[src/rtl/lamp_pkg.sv]
// Purpose: Shared constants for the front-panel lamp controller.
// Assumes: One 250 MHz clock; all times are converted to cycle counts here.
// Notes:   Counts above 4096 cycles are defaults of top-level parameters.
//
// Notes on behaviour
// - Supply lamp follows the 5 V input only, never the 3.3 V output.
// - Health lamp steady once checks pass; dark on a processor problem.
// - Health lamp blinks fast while power-up self-checks run.
// - Health lamp blinks slow while I/O modules are being configured.
// - Boot mode: health and green run lamps blink together, in phase.
// - Run lamp green in run mode, amber in stopped mode with I/O scan.
// - Stopped without I/O scan: run lamp dark, health lamp lit.
// - Stop-to-run with fatal fault: run flashes green; a toggle then runs.
// - Fault lamp lit while stopped-faulted by a fatal fault.
// - Fault lamp goes out only after both fault tables are cleared.
// - Fatal fault in self-checks: fault lamp blinks, health lamp dark.
// - Override lamp lit while any bit reference is overridden.
// - Port lamps blink on traffic; port 1 ignores console traffic.
// - Restart when operational: network lamps briefly amber, then green.
// - Software load: all three network lamps blink green in unison.
// - Link lamp green, blinking on activity, while online; dark offline.
// - Status lamp green without exception, amber with an exception.
// - Status lamp blinks amber for an error code, green awaiting setup.
// - Ownership lamp amber when console owns port 1; dark for processor.
// - Press under 5 s resets network hardware and, when operational, runs the lamp test.
// - Press of 5 s or more toggles port 1 forced console use unless port 1 is configured for the console.
// - Retry window: run lamp blinks 5 s, then dark if not toggled.
package lamp_pkg;
    localparam int unsigned CLK_PERIOD_NS = 4;
    localparam int unsigned CLK_KHZ       = 1000000 / CLK_PERIOD_NS;

    localparam int unsigned HOLD_MS      = 5000;
    localparam int unsigned FAST_HALF_MS = 100;
    localparam int unsigned SLOW_HALF_MS = 500;
    localparam int unsigned LAMP_TEST_MS = 250;

    localparam int unsigned HOLD_CYC      = HOLD_MS * CLK_KHZ;
    localparam int unsigned FAST_HALF_CYC = FAST_HALF_MS * CLK_KHZ;
    localparam int unsigned SLOW_HALF_CYC = SLOW_HALF_MS * CLK_KHZ;
    localparam int unsigned LAMP_TEST_CYC = LAMP_TEST_MS * CLK_KHZ;

    localparam int unsigned CNT_W = 32;
    localparam int unsigned MODE_W = 3;

    localparam logic [2:0] MODE_SELFTEST   = 3'h0;
    localparam logic [2:0] MODE_CONFIG_IO  = 3'h1;
    localparam logic [2:0] MODE_BOOT_WAIT  = 3'h2;
    localparam logic [2:0] MODE_RUN        = 3'h3;
    localparam logic [2:0] MODE_STOP_IO    = 3'h4;
    localparam logic [2:0] MODE_STOP_NOIO  = 3'h5;
    localparam logic [2:0] MODE_STOP_FAULT = 3'h6;
    localparam logic [2:0] MODE_DIAG_FATAL = 3'h7;

    typedef enum logic [1:0] {LT_IDLE, LT_AMBER, LT_GREEN} lamp_test_t;
endpackage

[src/rtl/status_lamp_controller.sv]
// Purpose: Drives both front-panel lamp groups from processor, port and
//          network state, and handles the mode switch and restart button.
// Assumes: State inputs are on mclk; panel pins are asynchronous.
// Notes:   Every lamp and action output is a flip-flop.
`timescale 1ns/1ns
module status_lamp_controller #(
    parameter int unsigned HOLD_CYCLES = lamp_pkg::HOLD_CYC,
    parameter int unsigned FAST_HALF   = lamp_pkg::FAST_HALF_CYC,
    parameter int unsigned SLOW_HALF   = lamp_pkg::SLOW_HALF_CYC,
    parameter int unsigned TEST_CYCLES = lamp_pkg::LAMP_TEST_CYC
) (
    // Clock and reset
    input  wire logic                        mclk,
    input  wire logic                        nrst,
    // Panel pins
    input  wire logic                        supply_5v_in,
    input  wire logic                        mode_switch_run,
    input  wire logic                        restart_pressed,
    // Processor state
    input  wire logic [lamp_pkg::MODE_W-1:0] cpu_mode,
    input  wire logic                        cpu_problem,
    input  wire logic                        io_table_clear,
    input  wire logic                        plc_table_clear,
    input  wire logic                        override_active,
    input  wire logic                        port1_busy,
    input  wire logic                        port2_busy,
    input  wire logic                        port1_cfg_console,
    // Network firmware state
    input  wire logic                        net_operational,
    input  wire logic                        net_online,
    input  wire logic                        net_activity,
    input  wire logic                        net_exception,
    input  wire logic                        net_error_code,
    input  wire logic                        net_wait_cfg,
    input  wire logic                        net_sw_load,
    // Processor lamp group
    output logic                             supply_indicator,
    output logic                             health_lamp,
    output logic                             run_green,
    output logic                             run_amber,
    output logic                             fault_lamp,
    output logic                             override_lamp,
    output logic                             port1_activity_lamp,
    output logic                             port2_activity_lamp,
    // Network lamp group
    output logic                             network_link_indicator,
    output logic                             network_link_amber,
    output logic                             net_stat_green,
    output logic                             net_stat_amber,
    output logic                             port1_own_green,
    output logic                             port1_own_amber,
    // Actions
    output logic                             net_hw_reset,
    output logic                             port1_forced,
    output logic                             clear_and_run
);
    import lamp_pkg::*;

    localparam logic [CNT_W-1:0] HOLD_M1 = CNT_W'(HOLD_CYCLES - 1);
    localparam logic [CNT_W-1:0] FAST_M1 = CNT_W'(FAST_HALF - 1);
    localparam logic [CNT_W-1:0] SLOW_M1 = CNT_W'(SLOW_HALF - 1);
    localparam logic [CNT_W-1:0] TEST_M1 = CNT_W'(TEST_CYCLES - 1);

    ////////////////////////////////////////////////////////////////////////
    typedef struct packed {
        logic [2:0]       pw_s;
        logic [2:0]       sw_s;
        logic [2:0]       bt_s;
        logic             pw_q;
        logic             sw_q;
        logic             bt_q;
        logic [CNT_W-1:0] fast_cnt;
        logic [CNT_W-1:0] slow_cnt;
        logic [CNT_W-1:0] press_cnt;
        logic [CNT_W-1:0] win_cnt;
        logic [CNT_W-1:0] lt_cnt;
        logic             fast_ph;
        logic             slow_ph;
        logic             long_done;
        logic             forced;
        logic             run_win;
        logic             tog_stop;
        logic             fault_hold;
        lamp_test_t       lt;
        logic             sup;
        logic             health;
        logic             run_g;
        logic             run_a;
        logic             fault;
        logic             ovr;
        logic             p1_act;
        logic             p2_act;
        logic             link_g;
        logic             link_a;
        logic             stat_g;
        logic             stat_a;
        logic             own_g;
        logic             own_a;
        logic             hw_rst;
        logic             clr_run;
    } state_t;

    state_t st_reg;
    state_t st_next;

    // A pin change is taken only once the second and third stages agree,
    // so a single metastable sample can never reach the decode.
    function automatic logic filt(input logic [2:0] s, input logic q);
        return (s[1] == s[2]) ? s[2] : q;
    endfunction

    ////////////////////////////////////////////////////////////////////////
    always_comb begin
        logic sw_new;
        logic bt_new;
        logic sw_rise;
        logic sw_fall;
        logic console;
        sw_new  = filt(st_reg.sw_s, st_reg.sw_q);
        bt_new  = filt(st_reg.bt_s, st_reg.bt_q);
        sw_rise = sw_new && !st_reg.sw_q;
        sw_fall = !sw_new && st_reg.sw_q;
        console = port1_cfg_console || st_reg.forced;
        st_next = st_reg;

        st_next.pw_s = {st_reg.pw_s[1:0], supply_5v_in};
        st_next.sw_s = {st_reg.sw_s[1:0], mode_switch_run};
        st_next.bt_s = {st_reg.bt_s[1:0], restart_pressed};
        st_next.pw_q = filt(st_reg.pw_s, st_reg.pw_q);
        st_next.sw_q = sw_new;
        st_next.bt_q = bt_new;

        if (st_reg.fast_cnt == FAST_M1) begin
            st_next.fast_cnt = '0;
            st_next.fast_ph  = !st_reg.fast_ph;
        end else begin
            st_next.fast_cnt = st_reg.fast_cnt + 1'b1;
        end
        if (st_reg.slow_cnt == SLOW_M1) begin
            st_next.slow_cnt = '0;
            st_next.slow_ph  = !st_reg.slow_ph;
        end else begin
            st_next.slow_cnt = st_reg.slow_cnt + 1'b1;
        end

        // Restart button: long hold toggles port 1, short press restarts.
        st_next.hw_rst = 1'b0;
        if (st_reg.bt_q && bt_new) begin
            if (!st_reg.long_done) begin
                st_next.press_cnt = st_reg.press_cnt + 1'b1;
            end
            if (!st_reg.long_done && st_reg.press_cnt == HOLD_M1) begin
                st_next.long_done = 1'b1;
                // A port configured for the console is never toggled.
                if (!port1_cfg_console) begin
                    st_next.forced = !st_reg.forced;
                end
            end
        end else begin
            st_next.press_cnt = '0;
            st_next.long_done = 1'b0;
        end
        if (st_reg.bt_q && !bt_new && !st_reg.long_done) begin
            st_next.hw_rst = 1'b1;
        end

        unique case (st_reg.lt)
            LT_IDLE: begin
                if (st_reg.bt_q && !bt_new && !st_reg.long_done
                    && net_operational) begin
                    st_next.lt     = LT_AMBER;
                    st_next.lt_cnt = '0;
                end
            end
            LT_AMBER: begin
                st_next.lt_cnt = st_reg.lt_cnt + 1'b1;
                if (st_reg.lt_cnt == TEST_M1) begin
                    st_next.lt     = LT_GREEN;
                    st_next.lt_cnt = '0;
                end
            end
            LT_GREEN: begin
                st_next.lt_cnt = st_reg.lt_cnt + 1'b1;
                if (st_reg.lt_cnt == TEST_M1) begin
                    st_next.lt = LT_IDLE;
                end
            end
        endcase

        // Retry window after a stop-to-run move with a fatal fault.
        st_next.clr_run = 1'b0;
        if (!st_reg.run_win) begin
            if (sw_rise && cpu_mode == MODE_STOP_FAULT) begin
                st_next.run_win  = 1'b1;
                st_next.win_cnt  = '0;
                st_next.tog_stop = 1'b0;
            end
        end else begin
            st_next.win_cnt = st_reg.win_cnt + 1'b1;
            if (sw_fall) begin
                st_next.tog_stop = 1'b1;
            end
            if (sw_rise && st_reg.tog_stop) begin
                st_next.clr_run = 1'b1;
                st_next.run_win = 1'b0;
            end else if (st_reg.win_cnt == HOLD_M1) begin
                st_next.run_win = 1'b0;
            end
        end

        // The fault flag is set by the mode and survives until both
        // tables report clear; setting wins over clearing.
        if (cpu_mode == MODE_STOP_FAULT) begin
            st_next.fault_hold = 1'b1;
        end else if (io_table_clear && plc_table_clear) begin
            st_next.fault_hold = 1'b0;
        end

        st_next.sup    = st_reg.pw_q;
        st_next.run_g  = 1'b0;
        st_next.run_a  = 1'b0;
        st_next.health = 1'b1;
        unique case (cpu_mode)
            MODE_SELFTEST:   st_next.health = st_reg.fast_ph;
            MODE_CONFIG_IO:  st_next.health = st_reg.slow_ph;
            MODE_BOOT_WAIT: begin
                st_next.health = st_reg.slow_ph;
                st_next.run_g  = st_reg.slow_ph;
            end
            MODE_RUN:        st_next.run_g  = 1'b1;
            MODE_STOP_IO:    st_next.run_a  = 1'b1;
            MODE_STOP_NOIO:  st_next.run_g  = 1'b0;
            MODE_STOP_FAULT: st_next.run_g  = 1'b0;
            MODE_DIAG_FATAL: st_next.health = 1'b0;
        endcase
        if (cpu_problem) begin
            st_next.health = 1'b0;
        end
        if (st_reg.run_win) begin
            st_next.run_g = st_reg.fast_ph;
            st_next.run_a = 1'b0;
        end
        st_next.fault = st_reg.fault_hold
            || (cpu_mode == MODE_DIAG_FATAL && st_reg.slow_ph);
        st_next.ovr = override_active;
        // Console traffic never shows on the port 1 activity lamp.
        st_next.p1_act = port1_busy && !console && st_reg.fast_ph;
        st_next.p2_act = port2_busy && st_reg.fast_ph;

        // Network lamp group, lowest priority first.
        st_next.link_g = net_online
            && (!net_activity || st_reg.fast_ph);
        st_next.link_a = 1'b0;
        st_next.stat_g = !net_exception;
        st_next.stat_a = net_exception;
        if (net_error_code) begin
            st_next.stat_g = 1'b0;
            st_next.stat_a = st_reg.slow_ph;
        end else if (net_wait_cfg) begin
            st_next.stat_g = st_reg.slow_ph;
            st_next.stat_a = 1'b0;
        end
        st_next.own_g = 1'b0;
        st_next.own_a = console;
        if (st_reg.lt == LT_AMBER) begin
            {st_next.link_g, st_next.stat_g, st_next.own_g} = 3'h0;
            {st_next.link_a, st_next.stat_a, st_next.own_a} = 3'h7;
        end else if (st_reg.lt == LT_GREEN) begin
            {st_next.link_g, st_next.stat_g, st_next.own_g} = 3'h7;
            {st_next.link_a, st_next.stat_a, st_next.own_a} = 3'h0;
        end else if (net_sw_load) begin
            st_next.link_g = st_reg.slow_ph;
            st_next.stat_g = st_reg.slow_ph;
            st_next.own_g  = st_reg.slow_ph;
            {st_next.link_a, st_next.stat_a, st_next.own_a} = 3'h0;
        end
    end

    always_ff @(posedge mclk or negedge nrst) begin
        if (!nrst) begin
            st_reg <= '0;
        end else begin
            st_reg <= st_next;
        end
    end
    ////////////////////////////////////////////////////////////////////////
    assign supply_indicator       = st_reg.sup;
    assign health_lamp            = st_reg.health;
    assign run_green              = st_reg.run_g;
    assign run_amber              = st_reg.run_a;
    assign fault_lamp             = st_reg.fault;
    assign override_lamp          = st_reg.ovr;
    assign port1_activity_lamp    = st_reg.p1_act;
    assign port2_activity_lamp    = st_reg.p2_act;
    assign network_link_indicator = st_reg.link_g;
    assign network_link_amber     = st_reg.link_a;
    assign net_stat_green         = st_reg.stat_g;
    assign net_stat_amber         = st_reg.stat_a;
    assign port1_own_green        = st_reg.own_g;
    assign port1_own_amber        = st_reg.own_a;
    assign net_hw_reset           = st_reg.hw_rst;
    assign port1_forced           = st_reg.forced;
    assign clear_and_run          = st_reg.clr_run;
endmodule

[config.mk]
export PLATFORM = sky130hd
export DESIGN_NAME = status_lamp_controller
export DESIGN_NICKNAME = d
export VERILOG_FILES = /design/src/rtl/lamp_pkg.sv /design/src/rtl/status_lamp_controller.sv
export SDC_FILE = /design/constraint.sdc
export NUM_CORES = 1
export LEC_CHECK = 0
export BUFFER_PORTS_ARGS = -buffer_cell sky130_fd_sc_hd__buf_2
export CAP_MARGIN = 20
export CELL_PAD_IN_SITES_DETAIL_PLACEMENT = 1
export CELL_PAD_IN_SITES_GLOBAL_PLACEMENT = 2
export CORE_UTILIZATION = 41
export DETAILED_ROUTE_END_ITERATION = 10
export PLACE_DENSITY_LB_ADDON = 0.1
export SYNTH_ARGS = -nofsm -noshare
export SYNTH_HDL_FRONTEND = slang
export SYNTH_SLANG_ARGS = --single-unit
[constraint.sdc]
create_clock -name mclk -period 2.71 [get_ports mclk]
set_input_delay 0.4065 -clock mclk [delete_from_list [all_inputs] [get_ports mclk]]
set_output_delay 0.4065 -clock mclk [all_outputs]
set_load 0.03 [all_outputs]
After elaboration in Yosys (flattened, before gate mapping):

Index checks and enable logic that the tools add are counted.

* logic and storage cells: 137
* register bits: 197
* input bits: 22

* add/sub/neg operators: 5
* reduce and logical (&&, ||, !) cells: 36
* multiplexer cells: 38
* equality and inequality tests: 22
* bitwise logic cells: 1

Operators by type and width (count)
* two-way mux 32 bit: 8
* adder 32 x 1 -> 32 bit (second input constant): 5
* one-hot mux 32 bit (3 select lines): 1
* equality test 32 x 31 -> 1 bit (second input constant): 2
* equality test 32 x 25 -> 1 bit (second input constant): 1
* equality test 32 x 26 -> 1 bit (second input constant): 1
* equality test 32 x 27 -> 1 bit (second input constant): 1
* two-way mux 2 bit: 9
* two-way mux 6 bit: 3
* logical AND 1 bit: 15
* two-way mux 1 bit: 14
* zero test 1 bit: 10
* equality test 3 bit (second input constant): 3
* inequality test 2 bit (second input constant): 4
* equality test 3 x 2 -> 1 bit (second input constant): 2
* one-hot mux 2 bit (3 select lines): 1
* AND reduction 3 bit: 2
* inequality test 2 x 1 -> 1 bit (second input constant): 2
* nonzero test 2 bit: 2
* equality test 1 bit: 3
* equality test 3 x 1 -> 1 bit (second input constant): 1
* zero test 3 bit: 1
* logical OR 1 bit: 3
* one-hot mux 1 bit (3 select lines): 1
* 7 further kinds: 7

Depth between registers and ports, before layout:

* word-level depth: 8
* mapped depth: 8
* depth with buffers taken out: 7

Worst setup path before layout:

No wires, ideal clock.

* kind: reg2reg
* start: register st_reg[37] (netlist name)
* end: register st_reg[53] (netlist name)
* path slack: 645 ps
* data arrival time: 1939 ps
* cell stages (with the launch flop): 8
* library setup time: 126 ps
* path buffers: 2
* cell sequence: dfrtp_1 -> buf_2 -> nor4b_1 -> nand4_1 -> or4_1 -> a21oi_4 -> buf_4 -> a21oi_1

* cells in the longest elaborated chain, start to end: 3
* elaborated cells between the ends (all ways): 4

Ends and longest elaborated chain
* from (decl): line status_lamp_controller.sv:103 `state_t st_reg;`
* from (signal assigned): line status_lamp_controller.sv:283 `st_reg <= st_next;`
* adder 32 x 1 -> 32 bit / equality test 32 x 26 -> 1 bit (equally long branches): line status_lamp_controller.sv:176, status_lamp_controller.sv:183, status_lamp_controller.sv:177
* two-way mux 32 bit: line status_lamp_controller.sv:177 `if (st_reg.lt_cnt == TEST_M1) begin`
* one-hot mux 32 bit (3 select lines) *: line status_lamp_controller.sv:167 `unique case (st_reg.lt)`

Mark *: on every way between the ends. The rest lies on a longest branch, timed or not.
A chain may end at the register's enable or synchronous reset.

Final worst setup path:

* start: register st_reg[22] (netlist name)
* end: register st_reg[55] (netlist name)

* cells in the longest elaborated chain, start to end: 4

Ends and longest elaborated chain
* zero test 1 bit: line status_lamp_controller.sv:169 `if (st_reg.bt_q && !bt_new && !st_reg.long_done`
* logical AND 1 bit: line status_lamp_controller.sv:169
* logical AND 1 bit: line status_lamp_controller.sv:170 `&& net_operational) begin`
* inequality test 2 bit (no source line)

No other way between the ends.

==> results.cfg <==
[sta]
finalCriticalPeriod_ns = 2.38
skew_ns = 0.0108
timing.hold.ws_ns = 0.0800
tightestPinTransition_ns = 0.874
slew_headroom_pct = 40.9
min_period_over_period_pct = 88.0
slew_viol_final = 0
timing.fmax_mhz = 419
finalHoldViolCount = 0
finalSetupViolations = 0
setup_tns_ns = 0
rsz0062_at_grt = false

[drt]
vias_per_cell = 5.63
routed-via-count = 7122
drt_iter0_drc = 233
drtAntennaViolNets = 0
wirelength_um = 22100
wl_per_cell_um = 17.5
firstDrtPassIters = 6
drc = 0

[setup_path]
reg2reg_from = st_reg[22]
start_kind = flop
crit_path_start = st_reg[22]
reg2reg_to = st_reg[55]
crit_end = st_reg[55]
crit_fanout = 12
end_kind = flop
cp.required_ns = 3.07
crit_arrival_ns = 2.74
path_class = flop to flop
regToRegSetupSlack_ns = 0.33
reg2reg_depth = 5

[floorplanning]
initial_core_util_pct = 42.4
die_x_um = 153
coreArea_um2 = 22100
rows = 54
dieArea_um2 = 23400
pin_count = 39
die_y_um = 153

[clock_tree]
cts_buffer_depth = 2
clock_sinks = 197
cts_buffers = 17
cts_htree_levels = 4
path_clk_slew_ns = 0.07
cts_tree = built
post_cts_buffers = 0
insertion_delay_ns = 0.43
cts-root-buf = clkbuf_16

[yosys]
yosysTopAreaCell = dfrtp_1
yosysWarnings = 0
async_reset_ff_share_pct = 100
synth_edf_count = 0
syn_area_um2 = 9360
ys_ff_latch = 197
post-synth-top-area-fraction_pct = 52.7
ys_types = 57
syn-instance-count = 917
synth-main-ff-cell = dfrtp_1
synth_area_leaders = dfrtp_1, xor2_1, nand4_1
syn_nets = 947
postSynthAreaPerCell_um2 = 10.2
ys_seq_area_share_pct = 52.7

[global_routing]
track_usage_pct = 20.4
grt_max_degree = 87
antenna_found_initial = 1
grt_pass1_vias = 7730
gr-total-overflow = 0
grt_pass1_wl_um = 38800

[job]
maxCapViolCount = 0

[layout]
final.fill_count = 2462
syn_to_final_growth_pct = 13.2
regArea_um2 = 4930
drive_above_1_share_pct = 10.4
nets = 1001
multi_input_area_um2 = 4290
largest_reg_flops = 173

[placed_design]
port_buffers = 38
place_congestion = 0.797
dp_hpwl_um = 15600

[pwr]
power.leakage_nw = 4.69
power_density_nw_per_um2 = 588
vdd_drop_max_uv = 349

[status]
status = finished clean

[worst_hold_path]
hold_path_class = primary input to flop
==> cells in the final DEF, fill, tap and decap left out, types with 13 or more instances in the layout <==
cell type / netlist / layout
dfrtp_1: 197 / 197
nor2_1: 104 / 104
nand2_1: 84 / 84
xor2_1: 72 / 72
nand3_1: 70 / 70
nand4_1: 64 / 64
xnor2_1: 39 / 39
buf_2: 4 / 37
o21ai_0: 29 / 29
and3_1: 28 / 28
nor4_1: 19 / 19
mux2i_1: 18 / 18
clkbuf_16: 0 / 17
nor3_1: 16 / 16
inv_1: 15 / 15
buf_4: 2 / 15
a21oi_1: 14 / 14
and4_1: 13 / 13
==> worst min path at each step <==
stage | startpoint | endpoint | slack [ns] | depth (start not counted)
after detailed placement | st_next[195] | st_next[196] | 0.36 | 0
after global placement | st_next[192] | st_next[193] | 0.34 | 0
after CTS | restart_pressed | st_next[189] | 0.06 | 1
final | restart_pressed | st_next[189] | 0.08 | 1
after global routing | restart_pressed | st_next[189] | 0.06 | 1
after floorplan | nrst | clear_and_run | 0.11 | 0
==> synth_stat cells (2+ instances only) <==
master and count:
nand4b_1 3, nor4_1 19, nor4b_1 9, nor2b_1 5, nand2b_1 5, xnor2_1 39
dfrtp_1 197, nand2_1 84, o21ai_1 5, nor3_1 16, o211ai_1 11, buf_1 2
nor4bb_1 4, and3_1 28, o31ai_1 11, nor2_1 104, inv_1 15, nor4_2 2
nor3b_1 2, clkbuf_1 13, mux2i_1 18, a31o_2 2, nand3_1 70, and4_1 13
a21oi_1 14, and2_1 8, or3_1 11, o21ai_0 29, buf_4 2, nand4_1 64
xor2_1 72, or4_4 2, buf_2 4, or2_2 3, maj3_1 2, ha_1 8
==> critical path, stage by stage, from the launching register on <==
cell and delay (ns):
dfrtp_1 0.53, or4b_4 0.59, o32ai_4 0.32, nand4_4 0.22
or4_4 0.52, a21oi_2 0.13
==> logic make-up (layout without fill, tap and decap cells) <==
logic type,after synthesis,count (layout),share of synthesized area (%)
simple gates,460,460,26.2
flops,197,197,52.7
xor+xnor,111,111,10.4
compound gates,84,84,5.88
buf+inv,36,102,1.58
mux,19,19,2.04
fa+ha+maj,10,10,1.28
other cells,0,1,0
==> layout make-up <==
type | count | area share, %
antenna | 1 | 0.0236
clock buffer | 21 | 4.35
clock inverter | 10 | 1.38
inverter | 15 | 0.531
multi-input combinational | 684 | 40.5
sequential | 197 | 46.5
tap | 280 | 3.31
timing repair buffer | 56 | 3.41
==> power by group <==
part / total [W] / internal (W) / switching [W]
logic: 0.000372 / 0.000140 / 0.000231
clock network: 0.00264 / 0.00151 / 0.00113
registers: 0.00322 / 0.00307 / 0.000152
==> per-stage QoR <==
| stage | utilization (%) | power [W] | std cells | worst slack (ns) | area, µm² |
|---|---|---|---|---|---|
| floorplan | - | 0.00345 | 917 | 0.645 | 9360 |
| global placement | 45.2 | 0.00362 | 1231 | 0.421 | 9980 |
| detailed placement | 45.2 | 0.00365 | 1231 | 0.367 | 9980 |
| CTS | 47.9 | 0.00633 | 1263 | 0.328 | 10600 |
| global route | 48.0 | 0.00651 | 1264 | 0.136 | 10600 |
| finish | 48.0 | 0.00623 | 1264 | 0.326 | 10600 |
==> what timing repair did <==
action                                 CTS  global route
resized for setup                        0             0
hold buffers                             1             0
endpoints found under the hold margin   46             0
==> per-layer routing <==
layer	routed length [µm]	track usage (%)	vias up
met5	0	0	-
met4	310	6.73	0
met3	400	2.81	23
met2	11100	34.8	57
met1	10300	26.6	3646
li1	-	-	3396
(Power assumes the default switching activity.)
